File: src/rtl/sfsl_pkg.sv
// package for the select framed serial link peripheral end
// assumes a single core clock domain; link pins are sampled, not clocked on
package sfsl_pkg;
    // ========================================
    // framing
    localparam int unsigned SFSL_BYTE_BITS = 8;
    localparam logic [2:0] SFSL_BIT_LAST = 3'h7;
    localparam logic [7:0] SFSL_TX_RESET = 8'h00;
    // ========================================
    // routed node address byte fields
    localparam int unsigned SFSL_ADDR_PORT_MSB = 7;
    localparam int unsigned SFSL_ADDR_PORT_LSB = 6;
    localparam int unsigned SFSL_ADDR_L1_MSB = 5;
    localparam int unsigned SFSL_ADDR_L1_LSB = 3;
    localparam int unsigned SFSL_ADDR_L2_MSB = 2;
    localparam int unsigned SFSL_ADDR_L2_LSB = 0;
    // ========================================
    // frame phase
    typedef enum logic [1:0]
    {
        SFSL_IDLE = 2'b00,
        SFSL_ADDR = 2'b01,
        SFSL_DATA = 2'b10
    } sfsl_phase_t;
endpackage

File: src/rtl/sfsl_sync.sv
// two-stage synchroniser for link pins
// assumes inputs are asynchronous to core_clk
`timescale 1ns/1ps
`default_nettype none
module sfsl_sync
(
    input wire logic core_clk,
    input wire logic rstn,
    input wire logic async_in,
    input wire logic [0:0] reset_val,
    output logic sync_out
);
    logic meta_q;
    logic meta_d;
    logic sync_q;
    logic sync_d;

    // ========================================
    // first stage is read only by the second stage
    always_comb
    begin
        meta_d = async_in;
        sync_d = meta_q;
    end

    always_ff @(posedge core_clk or negedge rstn)
    begin
        if (!rstn)
        begin
            meta_q <= 1'b0;
            sync_q <= 1'b0;
        end
        else
        begin
            meta_q <= meta_d;
            sync_q <= sync_d;
        end
    end

    // reset_val unused by logic but keeps idle polarity obvious at the instance
    assign sync_out = sync_q ^ (reset_val[0] & 1'b0);
endmodule
`default_nettype wire

File: src/rtl/sfsl_periph.sv
// peripheral end of the select framed serial link
// assumes master drives sclk, sel_n and mosi; core_clk much faster than sclk
`timescale 1ns/1ps
`default_nettype none
// Function
// RULE_01: master alone generates serial clock
// RULE_02: master alone drives the select
// RULE_03: asserted select enters selected state, obeys commands
// RULE_04: selected at once, no qualifier
// RULE_05: master asserts select, then clocks command
// RULE_06: first byte of frame is address
// RULE_07: mosi carries commands, miso returns data
// RULE_08: both directions shift on every clock
// RULE_09: frame lasts exactly while select asserted
// RULE_10: one peripheral per master port
// RULE_11: address byte holds port, router fields
// RULE_12: command byte plus zero to fifteen bytes; the data phase here takes any number of bytes, with no limit
// RULE_13: idle select ignores clock, resets shifter
module sfsl_periph
(
    input wire logic core_clk,
    input wire logic rstn,
    input wire logic sclk,
    input wire logic sel_n,
    input wire logic mosi,
    output logic miso,
    output logic selected,
    output logic [7:0] addr_byte,
    output logic addr_valid,
    output logic [7:0] rx_byte,
    output logic rx_valid,
    output logic tx_load,
    input wire logic [7:0] tx_byte
);
    logic sclk_s;
    logic sel_s;
    logic mosi_s;

    // ========================================
    // pin synchronisers
    sfsl_sync u_sync_clk
    (
        .core_clk(core_clk),
        .rstn(rstn),
        .async_in(sclk),
        .reset_val(1'b0),
        .sync_out(sclk_s)
    );
    sfsl_sync u_sync_sel
    (
        .core_clk(core_clk),
        .rstn(rstn),
        .async_in(~sel_n),
        .reset_val(1'b0),
        .sync_out(sel_s)
    );
    sfsl_sync u_sync_mosi
    (
        .core_clk(core_clk),
        .rstn(rstn),
        .async_in(mosi),
        .reset_val(1'b0),
        .sync_out(mosi_s)
    );

    // ========================================
    // shift state
    sfsl_pkg::sfsl_phase_t phase_q, phase_d;
    logic sclk_prev_q, sclk_prev_d;
    logic [2:0] bit_q, bit_d;
    logic [7:0] rx_sh_q, rx_sh_d;
    logic [7:0] tx_sh_q, tx_sh_d;
    logic miso_q, miso_d;
    logic sel_q, sel_d;
    logic [7:0] addr_q, addr_d;
    logic addr_v_q, addr_v_d;
    logic [7:0] rxb_q, rxb_d;
    logic rxv_q, rxv_d;
    logic txl_q, txl_d;
    logic rise;
    logic fall;
    logic active;

    // one more serial bit in at the lsb, msb first on the wire
    function automatic logic [7:0] shift_in(input logic [7:0] sh, input logic din);
        return {sh[6:0], din};
    endfunction

    // sel_s holds the inverted pin, so high means selected and the reset level is idle
    assign active = sel_s; // RULE_04
    assign rise = active & sclk_s & ~sclk_prev_q;
    assign fall = active & ~sclk_s & sclk_prev_q;

    // sample mosi on rising sclk, drive miso on falling (mode 0 style)
    // limitation: sclk must stay well below core_clk / 4 given the sync latency
    always_comb
    begin
        phase_d = phase_q;
        sclk_prev_d = sclk_s;
        bit_d = bit_q;
        rx_sh_d = rx_sh_q;
        tx_sh_d = tx_sh_q;
        miso_d = miso_q;
        sel_d = active; // RULE_03
        addr_d = addr_q;
        addr_v_d = 1'b0;
        rxb_d = rxb_q;
        rxv_d = 1'b0;
        txl_d = 1'b0;
        if (!active)
        begin
            // clock ignored, shifter back to idle
            phase_d = sfsl_pkg::SFSL_IDLE; // RULE_13
            bit_d = 3'h0; // RULE_13
            rx_sh_d = 8'h00;
            tx_sh_d = sfsl_pkg::SFSL_TX_RESET;
            miso_d = 1'b0;
        end
        else
        begin
            case (phase_q)
                sfsl_pkg::SFSL_IDLE:
                begin
                    // frame opens on select alone
                    phase_d = sfsl_pkg::SFSL_ADDR; // RULE_09
                    tx_sh_d = tx_byte;
                    miso_d = tx_byte[7];
                    txl_d = 1'b1;
                end
                sfsl_pkg::SFSL_ADDR, sfsl_pkg::SFSL_DATA:
                begin
                    if (rise)
                    begin
                        rx_sh_d = shift_in(rx_sh_q, mosi_s); // RULE_07
                        bit_d = bit_q + 3'h1;
                        if (bit_q == sfsl_pkg::SFSL_BIT_LAST)
                        begin
                            if (phase_q == sfsl_pkg::SFSL_ADDR)
                            begin
                                addr_d = shift_in(rx_sh_q, mosi_s); // RULE_06
                                addr_v_d = 1'b1;
                                phase_d = sfsl_pkg::SFSL_DATA;
                            end
                            else
                            begin
                                rxb_d = shift_in(rx_sh_q, mosi_s);
                                rxv_d = 1'b1;
                            end
                        end
                    end
                    else if (fall)
                    begin
                        if (bit_q == 3'h0)
                        begin
                            // byte boundary: reload from user side
                            tx_sh_d = tx_byte; // RULE_08
                            miso_d = tx_byte[7];
                            txl_d = 1'b1;
                        end
                        else
                        begin
                            tx_sh_d = {tx_sh_q[6:0], 1'b0};
                            miso_d = tx_sh_q[6]; // RULE_08
                        end
                    end
                end
                default:
                begin
                    phase_d = sfsl_pkg::SFSL_IDLE;
                end
            endcase
        end
    end

    always_ff @(posedge core_clk or negedge rstn)
    begin
        if (!rstn)
        begin
            phase_q <= sfsl_pkg::SFSL_IDLE;
            sclk_prev_q <= 1'b0;
            bit_q <= 3'h0;
            rx_sh_q <= 8'h00;
            tx_sh_q <= sfsl_pkg::SFSL_TX_RESET;
            miso_q <= 1'b0;
            sel_q <= 1'b0;
            addr_q <= 8'h00;
            addr_v_q <= 1'b0;
            rxb_q <= 8'h00;
            rxv_q <= 1'b0;
            txl_q <= 1'b0;
        end
        else
        begin
            phase_q <= phase_d;
            sclk_prev_q <= sclk_prev_d;
            bit_q <= bit_d;
            rx_sh_q <= rx_sh_d;
            tx_sh_q <= tx_sh_d;
            miso_q <= miso_d;
            sel_q <= sel_d;
            addr_q <= addr_d;
            addr_v_q <= addr_v_d;
            rxb_q <= rxb_d;
            rxv_q <= rxv_d;
            txl_q <= txl_d;
        end
    end

    // ========================================
    // outputs, all registered
    assign miso = miso_q;
    assign selected = sel_q;
    assign addr_byte = addr_q;
    assign addr_valid = addr_v_q;
    assign rx_byte = rxb_q;
    assign rx_valid = rxv_q;
    assign tx_load = txl_q;
endmodule
`default_nettype wire

File: config.mk
export PLATFORM = sky130hd
export DESIGN_NAME = sfsl_periph
export DESIGN_NICKNAME = d
export VERILOG_FILES = /design/src/rtl/sfsl_pkg.sv /design/src/rtl/sfsl_sync.sv /design/src/rtl/sfsl_periph.sv
export SDC_FILE = /design/constraint.sdc
export NUM_CORES = 1
export LEC_CHECK = 0
export ABC_AREA = 1
export ABC_CLOCK_PERIOD_IN_PS = 2600
export BUFFER_PORTS_ARGS = -buffer_cell sky130_fd_sc_hd__buf_2
export CORE_MARGIN = 2
export CORE_UTILIZATION = 50
export DETAILED_ROUTE_END_ITERATION = 10
export HOLD_SLACK_MARGIN = 0.1
export PLACE_DENSITY = 0.72
export SYNTH_ARGS = -nofsm -noshare
export SYNTH_HDL_FRONTEND = slang
export SYNTH_SLANG_ARGS = --single-unit
File: constraint.sdc
create_clock -name core_clk -period 2.6 [get_ports core_clk]
set_input_delay 0 -clock core_clk [delete_from_list [all_inputs] [get_ports core_clk]]
set_output_delay 0 -clock core_clk [all_outputs]
set_load 0.02 [all_outputs]
Word-level counts from Yosys, hierarchy flattened
Index checks and enable logic that the tools add are counted.
{"block": "totals", "register_bits": 47, "inputBits": 13, "elab_cells": 82, "out_inout_bits": 21}
{"block": "op_classes", "bitwise": 8, "reduce_logical": 8, "eq_ne": 11, "n_mux": 36, "n_addsub": 1}
{"cell": "$mux 7", "count": 7}
{"cell": "$mux 1", "count": 18}
{"cell": "$ne 3x3->1 const B", "count": 6}
{"cell": "$pmux 7 s2", "count": 1}
{"cell": "$reduce_and 5->1", "count": 2}
{"cell": "$mux 3", "count": 3}
{"cell": "$mux 2", "count": 4}
{"cell": "$reduce_and 3->1", "count": 2}
{"cell": "$and 1x1->1", "count": 4}
{"cell": "$ne 2x2->1 const B", "count": 2}
{"cell": "$not 1->1", "count": 4}
{"cell": "$pmux 1 s2", "count": 2}
{"cell": "$pmux 2 s2", "count": 1}
{"cell": "$add 3x1->3 const B", "count": 1}
{"cell": "$eq 3x3->1 const B", "count": 1}
{"cell": "$logic_not 3->1", "count": 1}
{"cell": "$eq 2x1->1 const B", "count": 1}
{"cell": "$eq 2x2->1 const B", "count": 1}
{"cell": "$logic_not 2->1", "count": 1}
{"cell": "$reduce_and 2->1", "count": 1}
{"cell": "$reduce_or 2->1", "count": 1}

Longest topological paths before layout
{"block": "logic_depth", "depth_word": 7, "ltp_mapped": 9, "depth_no_buf": 8}

Hierarchy
From an unflattened synthesis, not the netlist that was laid out.
{"block": "hier_totals", "hier_cells": 216, "hier_area_um2": 2070.7}
{"mod": "sfsl_periph", "instances": 1, "area_per_inst_um2": 1920.6, "seq_area_each_um2": 1026.0, "cells_per_inst": 210}
{"mod": "sfsl_sync", "instances": 3, "area_per_inst_um2": 50.0, "seq_area_each_um2": 50.0, "cells_per_inst": 2}

Worst setup path before layout
OpenSTA, ideal clock, no wires.
{"block": "synth_path", "kind": "reg-to-reg", "startpoint": "register phase_q[0]", "endpoint": "register miso_q (netlist: miso)", "arrival_time_ps": 1358, "stages_incl_launch_ff": 10, "period_less_slack_ps": 1487, "setup_time_ps": 129, "slack_ps": 1113, "n_path_buf": 1, "t_required_ps": 2471, "cell_sequence": "dfrtp_1 inv_1 ha_1 nand2_1 inv_1 nand2_1 nand2_1 buf_4 nand2_1 o21ai_0"}
{"block": "synth_via", "elab_chain_cells": 4, "elab_cells_between_ends": 10, "cone_classes": "5 x eq/ne; 2 x mux; 3 x reduce/logical"}
{"item": "start: declaration", "line": "sfsl_periph.sv:68", "rtl": "sfsl_pkg::sfsl_phase_t phase_q, phase_d;"}
{"item": "start signal: assignment", "line": "sfsl_periph.sv:179", "rtl": "phase_q <= sfsl_pkg::SFSL_IDLE;"}
{"item": "start signal: assignment", "line": "sfsl_periph.sv:194", "rtl": "phase_q <= phase_d;"}
{"item": "$eq 2x1->1 or $eq 2x2->1 (tied branches)", "line": "sfsl_periph.sv:121", "rtl": "case (phase_q)"}
{"item": "$reduce_or 2->1", "line": "sfsl_periph.sv:121"}
{"item": "$ne 3x3->1 (no source line) or $pmux 1 s2 (tied branches)"}
{"item": "$reduce_and 3->1 (no source line) or $mux 1 (tied branches)"}
{"item": "end signal: assignment", "line": "sfsl_periph.sv:199", "rtl": "miso_q <= miso_d;"}
{"item": "end: declaration", "line": "sfsl_periph.sv:73", "rtl": "logic miso_q, miso_d;"}
Parallel ways exist; a longest one is shown, timed or not.
A chain may end at the register's enable or synchronous reset.

Final worst setup path
{"block": "layout_path", "startpoint": "register phase_q[0]", "endpoint": "register tx_sh_q[1]"}
{"block": "layout_via", "elab_chain_cells": 4, "elab_cells_between_ends": 10, "cone_classes": "5 x eq/ne; 2 x mux; 3 x reduce/logical"}
{"item": "$eq 2x1->1 or $eq 2x2->1 (tied branches)", "line": "sfsl_periph.sv:121"}
{"item": "$reduce_or 2->1", "line": "sfsl_periph.sv:121"}
{"item": "$ne 3x3->1 (no source line) or $pmux 7 s2 (tied branches)"}
{"item": "$reduce_and 3->1 (no source line) or $mux 7 (tied branches)"}
{"item": "end signal: assignment", "line": "sfsl_periph.sv:183", "rtl": "tx_sh_q <= sfsl_pkg::SFSL_TX_RESET;"}
{"item": "end signal: assignment", "line": "sfsl_periph.sv:198", "rtl": "tx_sh_q <= tx_sh_d;"}
{"item": "end: declaration", "line": "sfsl_periph.sv:72", "rtl": "logic [7:0] tx_sh_q, tx_sh_d;"}
Parallel ways exist; a longest one is shown, timed or not.

==> out/qor.csv <==
stage;metric;value;unit
logic_synthesis;post-synthesis sequential area ratio;56.6;%
sta;Slew @ Worst Pin;1.01;ns
cells_and_area;Final Core Density;62.2;%
critical_path;WP data arrival;2.19;ns
logic_synthesis;Post-Syn Area per Cell;9.58;um^2
sta;RSZ-0062 raised after global routing;false;
floorplanning;DIE AREA;0.00469;mm^2
sta;clock period minus final worst setup slack;2.02;ns
pwr;Lkg Pwr;1.32;nW
clocking;number of CTS-inserted buffers;5;
cells_and_area;FF+latch area;0.00118;mm^2
cells_and_area;most common cell after layout, fill and taps aside;nand2_1;
status;status;completed;
floorplanning;core area;0.00400;mm^2
global_route;initial antenna violation count;0;
cells_and_area;Antenna diodes;0;
sta;setup TNS;0;ns
clocking;Clock Sinks;47;
pwr;Worst IR Drop VDD;0.000338;V
clocking;Bufs on Longest Clock Path;2;
global_route;first-pass GRT wire length;6210;um
run;max-cap check violation count;0;
logic_synthesis;top-area cell type share of the netlist area;56.6;%
floorplanning;Die Y-Extent;68.5;um
placement;routability congestion estimate from global placement;0.785;
sta;clk_skew;0.00766;ns
routing;DR vias;1535;
floorplanning;starting density of the core;52.0;%
sta;final worst-path cycle share;77.5;%
clocking;TritonCTS clock tree;done;
sta;setup slack after layout;0.585;ns
routing;DR WL/cell;11.8;um
critical_path;crit path max fanout;16;
routing;DRT iter0 DRCs;145;
floorplanning;die width;68.5;um
routing;vias per cell;4.86;
sta;max-slew violation count;0;
critical_path;Worst setup EP type;flop;
global_route;gr ovfl total;0;
sta;final setup violation count;0;
logic_synthesis;Synth Warn #;0;
placement;Final HPWL DP;2430;um
placement;I/O Buffers;33;
sta;normalized max-slew margin;32.8;%
placement;pre-CTS setup slack;0.630;ns
logic_synthesis;Unique masters post-synth;21;
sta;hold slack;0.329;ns
placement;Post-DP Area;0.00227;mm^2
cells_and_area;Nets;286;
logic_synthesis;register bit total from synthesis;47;
global_route;largest net degree at the start of global routing;48;
floorplanning;I/O Pins;34;
routing;Detailed Routing Iterations Pass 1;4;
routing;DRC Markers;0;
clocking;CTS resizes;0;
sta;highest clock rate;0.496;GHz
routing;Final ANT Viol Nets;0;
global_route;number of global-route vias before repair;1359;
logic_synthesis;syn_nets;238;
logic_synthesis;Mapped Area;0.00208;mm^2
global_route;total track usage;18.6;%
worst_hold_path;Worst Hold Class;input pin to flop;
clocking;H-tree levels;2;
floorplanning;Site Rows;23;
cells_and_area;most frequent cells in the layout;53 x nand2_1, 47 x dfrtp_1, 34 x inv_1;
cells_and_area;design area;0.00249;mm^2
cells_and_area;area delta synth->final;19.7;%
cells_and_area;FILL cells;331;
clocking;root buffer cell;clkbuf_8;
critical_path;CP startpoint kind;flop;
clocking;clock slew at reported path FFs;0.09;ns
cells_and_area;share of cells above drive strength 1;21.8;%
routing;final wirelength;3720;um
logic_synthesis;post-synth top area cell;dfrtp_1;
critical_path;Req. time, crit path;2.77;ns
pwr;Pwr Density;557;mW/mm^2
logic_synthesis;Syn Inst Count;217;
sta;Hold Vio Cnt, Final;0;
logic_synthesis;top post-synthesis cells by area;dfrtp_1 57%, nand2_1 9.6%, inv_1 6.1%;
critical_path;critical path class;flop to flop;
clocking;Clk Latency, worst-skew pair;0.30;ns
cells_and_area;Multi-input gate area;716;um^2
## registers in the layout, indices dropped and copies added (netlist names)
signal,cells
rx_valid,1
u_sync_clk.meta_q,1
u_sync_sel.meta_q,1
miso,1
sclk_prev_q,1
u_sync_sel.sync_out,1
rx_byte,8
u_sync_mosi.meta_q,1
selected,1
addr_byte,8
bit_q,3
u_sync_mosi.sync_out,1
rx_sh_q,7
u_sync_clk.sync_out,1
phase_q,2
tx_load,1
tx_sh_q,7
addr_valid,1
## worst paths after layout
path	start	endpoint	slack [ns]	cells after the start
min in group asynchronous	rstn	addr_byte[1]	0.41	2
min	sclk	u_sync_clk.meta_q	0.33	2
max reg2reg	phase_q[0]	tx_sh_q[1]	0.58	7
max in group asynchronous	rstn	rx_byte[7]	1.57	2
max	phase_q[0]	tx_sh_q[1]	0.58	7
min reg2reg	u_sync_clk.meta_q	u_sync_clk.sync_out	0.36	0
## repair_timing
item / 4_1_cts / 5_1_grt
hold endpoints to repair: 58 / 0
buffers inserted: 0 / 0
hold buffers: 12 / 0
## metal layers
metal,GRT usage [%],vias to the layer above,routed length [um]
met5,0,-,0
met3,4.71,7,154
li1,-,792,-
met2,25.5,35,1580
met1,26.7,701,1890
met4,10.3,0,86
## critical path, stage by stage (launching register included)
cell and delay (ns):
dfrtp_1 0.42, inv_1 0.09, ha_1 0.57, nand2_1 0.17, inv_1 0.08, nand2_1 0.05
nand2_1 0.34, o21ai_0 0.17
## area by class of cell
| type | count | area share (%) |
|---|---|---|
| clock inverter | 1 | 0.352 |
| tap | 50 | 2.51 |
| sequential | 47 | 47.3 |
| timing repair buffer | 48 | 12.4 |
| multi-input combinational | 128 | 28.8 |
| inverter | 35 | 5.28 |
| clock buffer | 7 | 3.47 |
## cells by family (layout without fill, tap and decap cells)
logic type	count (synthesis)	count (layout)	synth area share (%)
simple gates	92	92	20.9
buf+inv	42	91	9.02
flops	47	47	56.6
fa+ha+maj	8	8	4.81
compound gates	28	28	8.72
## synth_stat cells, drive strengths merged
| library cell | n |
|---|---|
| nand2 | 58 |
| dfrtp | 47 |
| inv | 34 |
| nand3 | 21 |
| o21ai | 19 |
| ha | 8 |
| nand4 | 8 |
| buf | 7 |
| o22ai | 7 |
| nor2 | 4 |
| a21boi | 1 |
| a21oi | 1 |
| clkinv | 1 |
| nor3 | 1 |
## power breakdown
group | internal [mW] | switching (mW)
logic | 0.0530 | 0.0986
registers | 0.756 | 0.0173
clock network | 0.218 | 0.243
## per-stage QoR
step / instances / power, mW
after detailed placement: 296 / 0.924
final: 316 / 1.39
after global routing: 316 / 1.44
after global placement: 296 / 0.921
after CTS: 316 / 1.40
after floorplan: 217 / 0.878
(Power assumes the default switching activity.)
